File: src/core/dsi_params.svh
// Constants for the DDR SDRAM init, mode and power-down ends
`ifndef DSI_PARAMS_SVH
`define DSI_PARAMS_SVH

`define DSI_CLK_PERIOD_NS 40
`define DSI_T_PWRUP_US 200
`define DSI_PWRUP_CYC (((`DSI_T_PWRUP_US * 1000) + `DSI_CLK_PERIOD_NS - 1) / `DSI_CLK_PERIOD_NS)
`define DSI_T_RC_NS 55
`define DSI_RC_CYC ((`DSI_T_RC_NS + `DSI_CLK_PERIOD_NS - 1) / `DSI_CLK_PERIOD_NS)
`define DSI_T_RP_NS 15
`define DSI_RP_CYC ((`DSI_T_RP_NS + `DSI_CLK_PERIOD_NS - 1) / `DSI_CLK_PERIOD_NS)
`define DSI_T_RFC_NS 70
`define DSI_RFC_CYC ((`DSI_T_RFC_NS + `DSI_CLK_PERIOD_NS - 1) / `DSI_CLK_PERIOD_NS)
`define DSI_MRD_CYC 2
`define DSI_DLL_LOCK_CYC 200
`define DSI_REF_COUNT 2

`define DSI_OFS_CTRL 8'h00
`define DSI_OFS_MODE 8'h04
`define DSI_OFS_EMODE 8'h08
`define DSI_OFS_STATUS 8'h0C

`define DSI_MODE_RST 13'h0032
`define DSI_EMODE_RST 1'h0

`define DSI_CTRL_PD_BIT 0
`define DSI_CTRL_SR_BIT 1
`define DSI_CTRL_MRS_BIT 2
`define DSI_CTRL_EMRS_BIT 3

`define DSI_BL_LSB 0
`define DSI_BT_BIT 3
`define DSI_CL_LSB 4
`define DSI_TM_BIT 7
`define DSI_DLLRST_BIT 8
`define DSI_AP_BIT 10
`define DSI_EDLL_BIT 0

`define DSI_BL2 3'h1
`define DSI_BL4 3'h2
`define DSI_BL8 3'h3
`define DSI_CL3 3'h3
`define DSI_CL25 3'h6

`endif

File: src/core/dsi_pkg.sv
// Types and command coding shared by both ends
package dsi_pkg;

  typedef enum logic [3:0] {
    CMD_DESEL, CMD_NOP, CMD_BST, CMD_READ, CMD_WRITE, CMD_ACT, CMD_PRE, CMD_REF, CMD_MRS
  } dsi_cmd_type;

  // Decode of cs_n, ras_n, cas_n, we_n
  function automatic dsi_cmd_type dsi_decode(input logic [3:0] pins);
    unique case (pins)
      4'h7: return CMD_NOP;
      4'h6: return CMD_BST;
      4'h5: return CMD_READ;
      4'h4: return CMD_WRITE;
      4'h3: return CMD_ACT;
      4'h2: return CMD_PRE;
      4'h1: return CMD_REF;
      4'h0: return CMD_MRS;
      default: return CMD_DESEL;
    endcase
  endfunction

  function automatic logic [3:0] dsi_pins(input dsi_cmd_type cmd);
    unique case (cmd)
      CMD_NOP: return 4'h7;
      CMD_BST: return 4'h6;
      CMD_READ: return 4'h5;
      CMD_WRITE: return 4'h4;
      CMD_ACT: return 4'h3;
      CMD_PRE: return 4'h2;
      CMD_REF: return 4'h1;
      CMD_MRS: return 4'h0;
      default: return 4'hF;
    endcase
  endfunction

endpackage

File: src/core/dsi_if.sv
// Command pins between controller and SDRAM
interface dsi_if;
  logic cke;
  logic cs_n;
  logic ras_n;
  logic cas_n;
  logic we_n;
  logic [1:0] ba;
  logic [12:0] addr;
  modport ctrl_mp (output cke, output cs_n, output ras_n, output cas_n, output we_n, output ba, output addr);
  modport dev_mp (input cke, input cs_n, input ras_n, input cas_n, input we_n, input ba, input addr);
endinterface

File: src/core/dsi_ctrl.sv
// Controller end: AHB-Lite registers, power-up sequence, mode writes, power saving
`include "dsi_params.svh"
// Notes on behaviour
// - CKE fall with NOP/REF enters PD/SR
// - Enter PD/SR only with all banks idle
// - CKE low last cycle: pins ignored
// - Wait tRC after self-refresh exit
// - CKE rise restarts internal clock immediately
// - Hold CKE low 200us with clock
// - Precharge all, then EMRS enabling DLL
// - MRS with DLL reset, wait 200
// - Precharge, two refreshes, final MRS
// - DLL reset step skippable; still wait 200
// - MRS captures A0-A12 when BA0 low
// - Write mode register after extended mode
// - Mode write takes two clock cycles
// - Rewrite mode only with banks idle
// - Fields: BL, type, latency, DLL reset
// - Test mode bit always written low
// - Burst column order sequential or interleaved
// - 200 cycles after DLL enable before read
// - Self-refresh exit re-enables DLL
// - EMRS captures A0-A10, BA1; A0 DLL
// - EMRS: all pins low but A0, BA0
module dsi_ctrl #(
  parameter int PWRUP_CYC = `DSI_PWRUP_CYC,
  parameter int REF_COUNT = `DSI_REF_COUNT,
  parameter bit SKIP_DLL_RESET = 1'b0
) (
  // Clock and reset
  input wire logic hclk,
  input wire logic hresetn,
  // AHB-Lite slave
  input wire logic hsel,
  input wire logic [7:0] haddr,
  input wire logic [1:0] htrans,
  input wire logic hwrite,
  input wire logic [2:0] hsize,
  input wire logic [31:0] hwdata,
  input wire logic hready,
  output logic hreadyout,
  output logic [31:0] hrdata,
  output logic hresp,
  // Command pins
  dsi_if.ctrl_mp ddr
);
  typedef enum logic [3:0] {
    CS_RESET = 4'b0000, CS_PWRUP = 4'b0001, CS_CKE = 4'b1111, CS_PALL1 = 4'b0011,
    CS_EMRS = 4'b0010, CS_MRSDLL = 4'b0110, CS_PALL2 = 4'b0111, CS_REF = 4'b0101,
    CS_MRSOP = 4'b0100, CS_IDLE = 4'b1100, CS_PD = 4'b1101, CS_SR = 4'b1000
  } dsi_ctrl_st_type;

  // Counter widths are 16 and 4 bits
  if (PWRUP_CYC < 1 || PWRUP_CYC > 65535) begin : g_pwrup_chk
    $error("PWRUP_CYC out of range");
  end
  if (REF_COUNT < 2 || REF_COUNT > 15) begin : g_ref_chk
    $error("REF_COUNT must be 2 to 15");
  end

  // Bus and software-visible state
  logic wr_pend_r, wr_pend_nxt;
  logic [7:0] wr_addr_r, wr_addr_nxt;
  logic [31:0] hrdata_r, hrdata_nxt;
  logic [12:0] mode_r, mode_nxt;
  logic emode_r, emode_nxt;
  logic pd_req_r, pd_req_nxt;
  logic sr_req_r, sr_req_nxt;
  logic mrs_pend_r, mrs_pend_nxt;
  logic emrs_pend_r, emrs_pend_nxt;
  // Sequencer state
  dsi_ctrl_st_type st_r, st_nxt;
  logic [15:0] cnt_r, cnt_nxt;
  logic [7:0] lock_r, lock_nxt;
  logic [3:0] refs_r, refs_nxt;
  logic done_r, done_nxt;
  logic mrs_take, emrs_take;
  dsi_pkg::dsi_cmd_type cmd_nxt;
  logic [3:0] pins_r;
  logic cke_r, cke_nxt;
  logic [1:0] ba_r, ba_nxt;
  logic [12:0] addr_r, addr_nxt;
  logic addr_ok;
  logic [31:0] status_w;

  assign addr_ok = hsel && htrans[1] && hready;
  assign status_w = {26'h0, lock_r == 8'h00 && !emode_r && done_r, st_r == CS_SR, st_r == CS_PD,
                     cnt_r != 16'h0000, !done_r, done_r};

  always_comb begin
    wr_pend_nxt = addr_ok && hwrite;
    wr_addr_nxt = addr_ok ? haddr : wr_addr_r;
    hrdata_nxt = 32'h0000_0000;
    mode_nxt = mode_r;
    emode_nxt = emode_r;
    pd_req_nxt = pd_req_r;
    sr_req_nxt = sr_req_r;
    // A hardware take and a new software request in one cycle leave the request standing
    mrs_pend_nxt = mrs_pend_r && !mrs_take;
    emrs_pend_nxt = emrs_pend_r && !emrs_take;
    if (addr_ok && !hwrite) begin
      unique case (haddr)
        `DSI_OFS_CTRL: hrdata_nxt = {28'h0, emrs_pend_r, mrs_pend_r, sr_req_r, pd_req_r};
        `DSI_OFS_MODE: hrdata_nxt = {19'h0, mode_r};
        `DSI_OFS_EMODE: hrdata_nxt = {31'h0, emode_r};
        `DSI_OFS_STATUS: hrdata_nxt = status_w;
        default: hrdata_nxt = 32'h0000_0000;
      endcase
    end
    if (wr_pend_r) begin
      unique case (wr_addr_r)
        `DSI_OFS_CTRL: begin
          pd_req_nxt = hwdata[`DSI_CTRL_PD_BIT];
          sr_req_nxt = hwdata[`DSI_CTRL_SR_BIT];
          mrs_pend_nxt = mrs_pend_nxt || hwdata[`DSI_CTRL_MRS_BIT];
          emrs_pend_nxt = emrs_pend_nxt || hwdata[`DSI_CTRL_EMRS_BIT];
        end
        `DSI_OFS_MODE: mode_nxt = hwdata[12:0];
        `DSI_OFS_EMODE: emode_nxt = hwdata[`DSI_EDLL_BIT];
        default: ;
      endcase
    end
  end

  always_ff @(posedge hclk or negedge hresetn) begin
    if (!hresetn) begin
      wr_pend_r <= 1'b0;
      wr_addr_r <= 8'h00;
      hrdata_r <= 32'h0000_0000;
      mode_r <= `DSI_MODE_RST;
      emode_r <= `DSI_EMODE_RST;
      pd_req_r <= 1'b0;
      sr_req_r <= 1'b0;
      mrs_pend_r <= 1'b0;
      emrs_pend_r <= 1'b0;
      hreadyout <= 1'b0;
    end else begin
      wr_pend_r <= wr_pend_nxt;
      wr_addr_r <= wr_addr_nxt;
      hrdata_r <= hrdata_nxt;
      mode_r <= mode_nxt;
      emode_r <= emode_nxt;
      pd_req_r <= pd_req_nxt;
      sr_req_r <= sr_req_nxt;
      mrs_pend_r <= mrs_pend_nxt;
      emrs_pend_r <= emrs_pend_nxt;
      hreadyout <= 1'b1;
    end
  end

  assign hrdata = hrdata_r;
  assign hresp = 1'b0;

  always_comb begin
    st_nxt = st_r;
    cnt_nxt = (cnt_r != 16'h0000) ? 16'(cnt_r - 16'h0001) : cnt_r;
    lock_nxt = (lock_r != 8'h00) ? 8'(lock_r - 8'h01) : lock_r;
    refs_nxt = refs_r;
    done_nxt = done_r;
    cke_nxt = cke_r;
    cmd_nxt = dsi_pkg::CMD_NOP;
    ba_nxt = 2'b00;
    addr_nxt = 13'h0000;
    mrs_take = 1'b0;
    emrs_take = 1'b0;
    if (cnt_r == 16'h0000) begin
      unique case (st_r)
        CS_RESET: begin
          cke_nxt = 1'b0;
          cnt_nxt = 16'(PWRUP_CYC - 1);
          st_nxt = CS_PWRUP;
        end
        CS_PWRUP: begin
          cke_nxt = 1'b1;
          st_nxt = CS_PALL1;
        end
        CS_PALL1, CS_CKE: begin
          cmd_nxt = dsi_pkg::CMD_PRE;
          addr_nxt[`DSI_AP_BIT] = 1'b1;
          cnt_nxt = 16'(`DSI_RP_CYC - 1);
          st_nxt = CS_EMRS;
        end
        CS_EMRS: begin
          cmd_nxt = dsi_pkg::CMD_MRS;
          ba_nxt = 2'b01;
          lock_nxt = 8'(`DSI_DLL_LOCK_CYC);
          if (SKIP_DLL_RESET) begin
            cnt_nxt = 16'(`DSI_DLL_LOCK_CYC - 1);
            st_nxt = CS_PALL2;
          end else begin
            cnt_nxt = 16'(`DSI_MRD_CYC - 1);
            st_nxt = CS_MRSDLL;
          end
        end
        CS_MRSDLL: begin
          cmd_nxt = dsi_pkg::CMD_MRS;
          addr_nxt = mode_r;
          addr_nxt[`DSI_TM_BIT] = 1'b0;
          addr_nxt[`DSI_DLLRST_BIT] = 1'b1;
          lock_nxt = 8'(`DSI_DLL_LOCK_CYC);
          cnt_nxt = 16'(`DSI_DLL_LOCK_CYC - 1);
          st_nxt = CS_PALL2;
        end
        CS_PALL2: begin
          cmd_nxt = dsi_pkg::CMD_PRE;
          addr_nxt[`DSI_AP_BIT] = 1'b1;
          cnt_nxt = 16'(`DSI_RP_CYC - 1);
          refs_nxt = 4'h0;
          st_nxt = CS_REF;
        end
        CS_REF: begin
          cmd_nxt = dsi_pkg::CMD_REF;
          cnt_nxt = 16'(`DSI_RFC_CYC - 1);
          refs_nxt = 4'(refs_r + 4'h1);
          if (refs_r == 4'(REF_COUNT - 1)) begin
            st_nxt = CS_MRSOP;
          end
        end
        CS_MRSOP: begin
          cmd_nxt = dsi_pkg::CMD_MRS;
          addr_nxt = mode_r;
          addr_nxt[`DSI_TM_BIT] = 1'b0;
          addr_nxt[`DSI_DLLRST_BIT] = 1'b0;
          cnt_nxt = 16'(`DSI_MRD_CYC - 1);
          done_nxt = 1'b1;
          st_nxt = CS_IDLE;
        end
        CS_IDLE: begin
          // This controller never opens a row, so every bank is idle here
          if (emrs_pend_r) begin
            cmd_nxt = dsi_pkg::CMD_MRS;
            ba_nxt = 2'b01;
            addr_nxt[`DSI_EDLL_BIT] = emode_r;
            if (!emode_r) begin
              lock_nxt = 8'(`DSI_DLL_LOCK_CYC);
            end
            emrs_take = 1'b1;
            cnt_nxt = 16'(`DSI_MRD_CYC - 1);
          end else if (mrs_pend_r) begin
            cmd_nxt = dsi_pkg::CMD_MRS;
            addr_nxt = mode_r;
            addr_nxt[`DSI_TM_BIT] = 1'b0;
            if (mode_r[`DSI_DLLRST_BIT]) begin
              lock_nxt = 8'(`DSI_DLL_LOCK_CYC);
            end
            mrs_take = 1'b1;
            cnt_nxt = 16'(`DSI_MRD_CYC - 1);
          end else if (sr_req_r) begin
            cmd_nxt = dsi_pkg::CMD_REF;
            cke_nxt = 1'b0;
            st_nxt = CS_SR;
          end else if (pd_req_r) begin
            cke_nxt = 1'b0;
            st_nxt = CS_PD;
          end
        end
        CS_PD: begin
          if (!pd_req_r) begin
            cke_nxt = 1'b1;
            st_nxt = CS_IDLE;
          end
        end
        CS_SR: begin
          if (!sr_req_r) begin
            cke_nxt = 1'b1;
            cnt_nxt = 16'(`DSI_RC_CYC - 1);
            lock_nxt = 8'(`DSI_DLL_LOCK_CYC);
            st_nxt = CS_IDLE;
          end
        end
        default: st_nxt = CS_RESET;
      endcase
    end
  end

  always_ff @(posedge hclk or negedge hresetn) begin
    if (!hresetn) begin
      st_r <= CS_RESET;
      cnt_r <= 16'h0000;
      lock_r <= 8'h00;
      refs_r <= 4'h0;
      done_r <= 1'b0;
      cke_r <= 1'b0;
      pins_r <= 4'h7;
      ba_r <= 2'b00;
      addr_r <= 13'h0000;
    end else begin
      st_r <= st_nxt;
      cnt_r <= cnt_nxt;
      lock_r <= lock_nxt;
      refs_r <= refs_nxt;
      done_r <= done_nxt;
      cke_r <= cke_nxt;
      pins_r <= dsi_pkg::dsi_pins(cmd_nxt);
      ba_r <= ba_nxt;
      addr_r <= addr_nxt;
    end
  end

  assign ddr.cke = cke_r;
  assign {ddr.cs_n, ddr.ras_n, ddr.cas_n, ddr.we_n} = pins_r;
  assign ddr.ba = ba_r;
  assign ddr.addr = addr_r;
endmodule

File: src/flat_wrapper.sv
// flat-port wrapper written by rule: the top's interface ports become plain ports
module dsi_ctrl_flat 
#(
  parameter int PWRUP_CYC = `DSI_PWRUP_CYC,
  parameter int REF_COUNT = `DSI_REF_COUNT,
  parameter bit SKIP_DLL_RESET = 1'b0
)
  (hclk, hresetn, hsel, haddr, htrans, hwrite, hsize, hwdata, hready, hreadyout, hrdata, hresp, ddr_cke, ddr_cs_n, ddr_ras_n, ddr_cas_n, ddr_we_n, ddr_ba, ddr_addr);
  dsi_if ddr_i ();
  input wire logic hclk;
  input wire logic hresetn;
  input wire logic hsel;
  input wire logic [7:0] haddr;
  input wire logic [1:0] htrans;
  input wire logic hwrite;
  input wire logic [2:0] hsize;
  input wire logic [31:0] hwdata;
  input wire logic hready;
  output logic hreadyout;
  output logic [31:0] hrdata;
  output logic hresp;
  output wire logic [$bits(ddr_i.cke)-1:0] ddr_cke;
  output wire logic [$bits(ddr_i.cs_n)-1:0] ddr_cs_n;
  output wire logic [$bits(ddr_i.ras_n)-1:0] ddr_ras_n;
  output wire logic [$bits(ddr_i.cas_n)-1:0] ddr_cas_n;
  output wire logic [$bits(ddr_i.we_n)-1:0] ddr_we_n;
  output wire logic [$bits(ddr_i.ba)-1:0] ddr_ba;
  output wire logic [$bits(ddr_i.addr)-1:0] ddr_addr;
  assign ddr_cke = ddr_i.cke;
  assign ddr_cs_n = ddr_i.cs_n;
  assign ddr_ras_n = ddr_i.ras_n;
  assign ddr_cas_n = ddr_i.cas_n;
  assign ddr_we_n = ddr_i.we_n;
  assign ddr_ba = ddr_i.ba;
  assign ddr_addr = ddr_i.addr;
  dsi_ctrl #(.PWRUP_CYC(PWRUP_CYC), .REF_COUNT(REF_COUNT), .SKIP_DLL_RESET(SKIP_DLL_RESET)) u_core (.hclk(hclk), .hresetn(hresetn), .hsel(hsel), .haddr(haddr), .htrans(htrans), .hwrite(hwrite), .hsize(hsize), .hwdata(hwdata), .hready(hready), .hreadyout(hreadyout), .hrdata(hrdata), .hresp(hresp), .ddr(ddr_i));
endmodule
File: config.mk
export PLATFORM = sky130hd
export DESIGN_NAME = dsi_ctrl_flat
export DESIGN_NICKNAME = d
export VERILOG_FILES = /design/src/core/dsi_pkg.sv /design/src/core/dsi_if.sv /design/src/core/dsi_ctrl.sv /design/src/flat_wrapper.sv
export VERILOG_INCLUDE_DIRS = /design/src /design/src/core
export SDC_FILE = /design/constraint.sdc
export NUM_CORES = 1
export LEC_CHECK = 0
export ABC_AREA = 1
export BUFFER_PORTS_ARGS = -buffer_cell sky130_fd_sc_hd__buf_4
export CAP_MARGIN = 20
export CORE_AREA = 8 8 103 105
export CTS_BUF_LIST = sky130_fd_sc_hd__clkbuf_16
export DETAILED_ROUTE_END_ITERATION = 12
export DIE_AREA = 0 0 111 113
export PLACE_DENSITY_LB_ADDON = 0.08
export SYNTH_ARGS = -nofsm -noshare
export SYNTH_HDL_FRONTEND = slang
export SYNTH_SLANG_ARGS = --single-unit
File: constraint.sdc
create_clock -name hclk -period 1.84 [get_ports hclk]
set_clock_uncertainty 0.05 [all_clocks]
set_input_delay 0.368 -clock hclk [delete_from_list [all_inputs] [get_ports hclk]]
set_output_delay 0.368 -clock hclk [all_outputs]
set_load 0.05 [all_outputs]
==> metrics.cfg, run 1 <==
[layout]
layout_commonest_cell = nand2_1
utilization_pct = 64.9
fin_nets = 747
drive_gt1_share_pct = 20.7
final_cell_mix = nand2_1, dfrtp_1, buf_4
diodes = 0
area_growth_pct = 21.3

[route]
drt-pass1-iter-count = 6
wl_met3_um = 687
drtIter0Drc = 286
vias_per_cell = 5.14
drt_wl_total_um = 11700
dr_wl_met2_um = 5440
met1_length_um = 5390
wl_per_cell_um = 14.4
ant_nets = 0
routed.top_layer = met4
drc = 0
vias = 4149

[sta]
slew_viol_final = 0
hold_violations = 0
fin_setup_tns_ns = 0
grt_setup_unrepaired = false
fin_crit_sh_pct = 93.0
maxSlewHeadroom_pct = 65.6
worst_pin_slew_ns = 0.517
setup_viol_count_final = 0
fmax_mhz = 584
period_needed_ns = 1.71
fin_ws_ns = 0.128

[placed_design]
io_buffer_count = 58
pre_cts_ws_ns = 0.0477
place.detailed.hpwl_um = 9020
routabilityCongestion = 0.876

[worst_setup_path]
cp.depth = 9
setup.worst_path.start_class = register
crit_fanout = 8
reg2reg_depth = 9
path_class = register to register
max_stage_delay_ns = 0.46
cp.required_ns = 2.05
crit_chain = nor2_2 -> nand2_2 -> nor2_4 -> nand2_2 -> nand2_1 -> nor2_2 -> nand2_4 -> nand2_1 -> o21ai_2
critPathTopFamily = simple AND/OR/NAND/NOR gates
crit_buf_inv = 0
timing.rr.start = u_core.st_r[1]$_DFFE_PN0P_
endpoint_kind = register
arrival_ns = 1.92
reg2reg_to = u_core.st_r[3]$_DFFE_PN0P_
r2r_setup_slack_ns = 0.13
crit_slowest_cell = dfrtp_1

[cts]
cts_buffer_depth = 2
cts_tree = done
clkTransAtPathRegs_ns = 0.07
insertion_delay_ns = 0.34
cts-root-buf = clkbuf_16
clock_sink_count = 92
cts_max_level = 3
numCtsBuffers = 9

[worst_hold_path]
hold_path.class = input port to register
hold_depth = 3
hold_start = hwdata[4]
whs_endpoint = u_core.mode_r[4]$_DFFE_PN1P_

[logic_synthesis]
ys_top_cells_by_area = dfrtp_1, nand2_1, inv_1
synth_area_um2 = 4800
synth_top_area_share_pct = 44.8
synth_cell_types = 40
synth_seq_cells = 92
ys_seq_area_share_pct = 48.1
yosys_warnings = 0
synth_ff_type = dfrtp_1
syn_inst = 603
async_flop_share_pct = 100
syn_avg_cell_area_um2 = 7.97
synth_edf_count = 0
synth_top_area_cell = dfrtp_1

[power]
power_density_nw_per_um2 = 776
p_leak_nw = 2.98
ir_worst_vdd_v = 0.000475

[global_route]
grt_overflow_total = 0
grt_first_pass_wirelength_um = 19500
grt.total_usage_pct = 18.7
grt_max_degree = 36
antenna_found_initial = 0
grt_pass1_vias = 4145

[floorplanning]
dieArea_um2 = 12500
core_area_um2 = 8980
io_pins = 104
die_y_um = 113
die_x_um = 111
start_util_pct = 53.5
row_count = 35

[job]
maxCapViolCount = 0

[status]
status = complete, no violations

-- Yosys cell counts, types with 2 or more instances --
cell type	count
clkbuf_1	4
nor2_2	9
a31oi_1	2
nor3_1	29
nand2_1	131
buf_6	2
buf_4	22
buf_2	4
mux2_2	2
or2_2	2
a21oi_1	10
nor2_4	2
dfrtp_1	86
nor2_1	70
nand2_2	5
nand4_1	11
o211ai_1	2
nand3_1	44
xnor2_1	3
conb_1	2
o22ai_1	2
nor3_2	2
o31ai_1	2
o21ai_1	3
ha_1	6
dfstp_2	6
o21ai_0	35
xor2_1	9
inv_1	81
o21ai_2	5
-- sequential cells by signal (all words and copies together), names as in the netlist, 4 cells and up --
| name | count |
|---|---|
| u_core.st_r | 4 |
| u_core.wr_addr_r | 8 |
| u_core.lock_r | 8 |
| u_core.ddr.addr | 12 |
| u_core.mode_r | 13 |
| u_core.pins_r | 4 |
| u_core.cnt_r | 16 |
| u_core.refs_r | 4 |
| u_core.hrdata | 13 |
-- power by group --
group          internal (mW)  switching (mW)
Sequential              2.11          0.0474
Clock                   1.20           0.794
Combinational          0.100           0.268
-- layer usage --
layer / vias to the layer above / track usage, %
met5: - / 0
met2: 127 / 30.4
met3: 13 / 3.70
met1: 1958 / 24.7
met4: 0 / 5.59
li1: 2051 / -
-- cells by family (layout without fill, tap and decap cells) --
group           after synthesis  after routing  synth area share [%]
xor+xnor                     12             12                  2.19
mux                           2              2                 0.469
flops                        92             92                  48.1
other cells                   2             24                 0.156
fa+ha+maj                     6              6                  1.56
compound gates               65             65                  7.81
buf+inv                     115            186                  11.1
simple gates                309            309                  28.6
-- worst min-delay path, cell delays in order --
cell	delay, ns
buf_4	0.08
nand2_1	0.04
o21ai_0	0.06
-- stage by stage --
step,power [mW],cell area (um2),std cells,hold slack (ns)
2_1_floorplan,2.44,4890,625,0.0224
3_3_place_gp,2.55,5470,789,0.312
3_5_place_dp,2.56,5470,789,0.323
4_1_cts,4.56,5800,806,0.186
5_1_grt,4.68,5820,807,0.202
6_report,4.52,5820,807,0.190
-- layout make-up --
type	count	area, um2
timing repair buffer	87	681
clock inverter	7	98.8
inverter	83	312
tap	111	139
fill	758	3150
clock buffer	9	225
sequential	92	2310
multi-input combinational	418	2060
-- worst max-delay path by stage --
stage,from,to
2_1_floorplan,u_core.cnt_r[0]$_DFF_PN0_,u_core.st_r[2]$_DFFE_PN0P_
3_3_place_gp,u_core.cnt_r[1]$_DFF_PN0_,u_core.st_r[2]$_DFFE_PN0P_
3_5_place_dp,u_core.cnt_r[0]$_DFF_PN0_,u_core.st_r[3]$_DFFE_PN0P_
4_1_cts,u_core.cnt_r[0]$_DFF_PN0_,u_core.st_r[3]$_DFFE_PN0P_
5_1_grt,u_core.cnt_r[0]$_DFF_PN0_,u_core.cnt_r[1]$_DFF_PN0_
6_report,u_core.st_r[1]$_DFFE_PN0P_,u_core.st_r[3]$_DFFE_PN0P_
-- what timing repair did --
action / in CTS / in global routing
gates resized for setup: 0 / 7
setup endpoints to repair: 0 / 18
setup buffers: 0 / 1
hold buffers: 1 / 0
endpoints found under the hold margin: 27 / 0
Power figures use the tool's default switching activity.
==> inputs of run 2 (changes only) <==
==> constraint.sdc (replaced) <==
create_clock -name hclk -period 1.84 [get_ports hclk]
set_clock_uncertainty 0.05 [all_clocks]
set_input_delay 0.184 -clock hclk [delete_from_list [all_inputs] [get_ports hclk]]
set_output_delay 0.184 -clock hclk [all_outputs]
set_load 0.05 [all_outputs]
==> run 2 against run 1 <==
Against the previous run: clock power shrank 7%; register-to-register slack gained 0.02 ns; first-iteration DRC count shrank 4.5%; critical endpoint is now u_core.st_r[2]$_DFFE_PN0P_; largest cell class unchanged; highest routed layer unchanged.
==> metrics.cfg, run 2 (synthesized netlist as in run 1, its figures left out) <==
[floorplanning]
die_y_um = 113  ; unchanged
row_count = 35  ; unchanged
core_area_um2 = 8980  ; unchanged
start_util_pct = 53.5  ; unchanged
dieArea_um2 = 12500  ; unchanged
die_x_um = 111  ; unchanged
io_pins = 104  ; unchanged

[placed_design]
routabilityCongestion = 0.848  ; -3.1%
place.detailed.hpwl_um = 8850  ; -1.9%
dp_cells = 785  ; -0.51%
io_buffer_count = 58  ; unchanged

[worst_hold_path]
hold_path.class = input port to register
whs_endpoint = u_core.mode_r[10]$_DFFE_PN0P_
hold_depth = 3  ; unchanged
hold_start = hwdata[10]

[worst_setup_path]
cp.required_ns = 2.06  ; about the same
reg2reg_to = u_core.st_r[2]$_DFFE_PN0P_
path_class = register to register
r2r_setup_slack_ns = 0.15  ; +0.02 ns
crit_fanout = 8  ; unchanged
endpoint_kind = register
setup.worst_path.start_class = register
crit_slowest_cell = dfrtp_1
reg2reg_depth = 9  ; unchanged
arrival_ns = 1.91  ; about the same
max_stage_delay_ns = 0.45  ; about the same
crit_buf_inv = 0  ; unchanged
timing.rr.start = u_core.st_r[1]$_DFFE_PN0P_
critPathTopFamily = simple AND/OR/NAND/NOR gates
crit_chain = nor2_2 -> nand2_2 -> nor2_4 -> nand2_2 -> nand2_1 -> nor2_2 -> nand2_4 -> nand2_1 -> o21ai_2
cp.depth = 9  ; unchanged

[layout]
largest_register_ffs = 16  ; unchanged
drive_gt1_share_pct = 19.8  ; -0.92 points
diodes = 0  ; unchanged
final_cell_mix = nand2_1, dfrtp_1, inv_1
final_cells = 804  ; -0.37%
utilization_pct = 64.2  ; -0.66 points
fillers = 795  ; +4.9%
layout_commonest_cell = nand2_1
regMostFlops = u_core.cnt_r
fin_nets = 744  ; -0.40%
area_growth_pct = 20.0

[cts]
clkTransAtPathRegs_ns = 0.07  ; about the same
cts_tree = done
clock_sink_count = 92  ; unchanged
numCtsBuffers = 9  ; unchanged
cts_max_level = 3  ; unchanged
cts_buffer_depth = 2  ; unchanged
cts-root-buf = clkbuf_16
insertion_delay_ns = 0.34  ; about the same

[route]
wl_per_cell_um = 14.3  ; -1.2%
vias_per_cell = 5.05  ; -1.7%
drt-pass1-iter-count = 5  ; -1
drtIter0Drc = 273  ; -4.5%
drt_wl_total_um = 11500  ; -1.6%
vias = 4064  ; -2.0%
ant_nets = 0  ; unchanged
drc = 0  ; unchanged

[sta]
grt_setup_unrepaired = true
fmax_mhz = 590  ; +1.0%
setup_viol_count_final = 0  ; unchanged
fin_crit_sh_pct = 92.1  ; -0.95 points
hold_violations = 0  ; unchanged
period_needed_ns = 1.69  ; -0.0174 ns
maxSlewHeadroom_pct = 66.5  ; +0.97 points
worst_pin_slew_ns = 0.502  ; -0.0145 ns
slew_viol_final = 0  ; unchanged

[power]
power_density_nw_per_um2 = 761  ; -1.9%
ir_worst_vdd_v = 0.000443  ; -6.9%
p_leak_nw = 2.95  ; -1.0%

[global_route]
grt_first_pass_wirelength_um = 19500  ; -0.25%
grt_max_degree = 40  ; +11%
grt_overflow_total = 0  ; unchanged
grt_pass1_vias = 4055  ; -2.2%
antenna_found_initial = 0  ; unchanged
grt.total_usage_pct = 18.7  ; -0.040 points

[job]
maxCapViolCount = 0  ; unchanged

[status]
status = complete, no violations

==> run 2: layout make-up <==
cell class / count / area (um2) / area share [%]
sequential: 92 / 2310 / 40.1
clock inverter: 7 / 77.6 / 1.35
inverter: 83 / 312 / 5.40
tap: 111 / 139 / 2.41
multi-input combinational: 418 / 2050 / 35.6
timing repair buffer: 84 / 651 / 11.3
clock buffer: 9 / 225 / 3.91
==> run 2: routing by layer <==
metal | routed length, um | up-vias | global-route usage [%]
met5 | 0 | - | 0
met2 | 5320 | 104 | 29.6
met3 | 540 | 8 | 3.33
met1 | 5520 | 1900 | 25.6
met4 | 95 | 0 | 5.32
li1 | - | 2052 | -
==> run 2: worst reg2reg max path, cell delays in order, from the launching register on <==
cell and delay (ns):
dfrtp_1 0.45, nor2_2 0.22, nand2_2 0.13, nor2_4 0.22
nand2_2 0.14, nand2_1 0.10, nor2_2 0.05, nand2_4 0.11
nand2_1 0.08, o21ai_2 0.06
==> run 2: how the worst max path moves through the flow <==
stage                                    start                             to
CTS                  u_core.cnt_r[1]$_DFF_PN0_     u_core.st_r[3]$_DFFE_PN0P_
detailed placement   u_core.cnt_r[1]$_DFF_PN0_     u_core.st_r[3]$_DFFE_PN0P_
global placement     u_core.cnt_r[1]$_DFF_PN0_     u_core.st_r[2]$_DFFE_PN0P_
finish              u_core.st_r[1]$_DFFE_PN0P_     u_core.st_r[2]$_DFFE_PN0P_
floorplan            u_core.cnt_r[0]$_DFF_PN0_     u_core.st_r[2]$_DFFE_PN0P_
global route        u_core.st_r[0]$_DFFE_PN0P_  u_core.ddr.addr[10]$_DFF_PN0_
==> run 2: repair_timing <==
| item | 4_1_cts | 5_1_grt |
|---|---|---|
| hold endpoints to repair | 37 | 0 |
| buffers inserted | 0 | 0 |
| setup endpoints to repair | 0 | 11 |
| hold buffers | 3 | 0 |
| resized for setup | 0 | 4 |
==> run 2: stage by stage <==
| step | hold WS, ns | setup WS (ns) | setup TNS [ns] | power (mW) | cell area [um2] |
|---|---|---|---|---|---|
| 4_1_cts | 0.000742 | 0.0268 | 0 | 4.42 | 5760 |
| 5_1_grt | 0.00277 | -0.0136 | -0.0136 | 4.55 | 5770 |
| 3_3_place_gp | 0.138 | 0.116 | 0 | 2.54 | 5420 |
| 6_report | 0.00304 | 0.146 | 0 | 4.39 | 5770 |
| 3_5_place_dp | 0.135 | 0.0736 | 0 | 2.55 | 5420 |
| 2_1_floorplan | -0.162 | 0.275 | 0 | 2.44 | 4890 |
==> run 2: where the power goes <==
group	leakage (nW)	switching, mW	total, mW	internal [mW]
clock	0.147	0.901	1.87	0.972
combinational	1.67	0.265	0.364	0.0990
sequential	1.13	0.0469	2.15	2.11
total	2.95	1.21	4.39	3.18
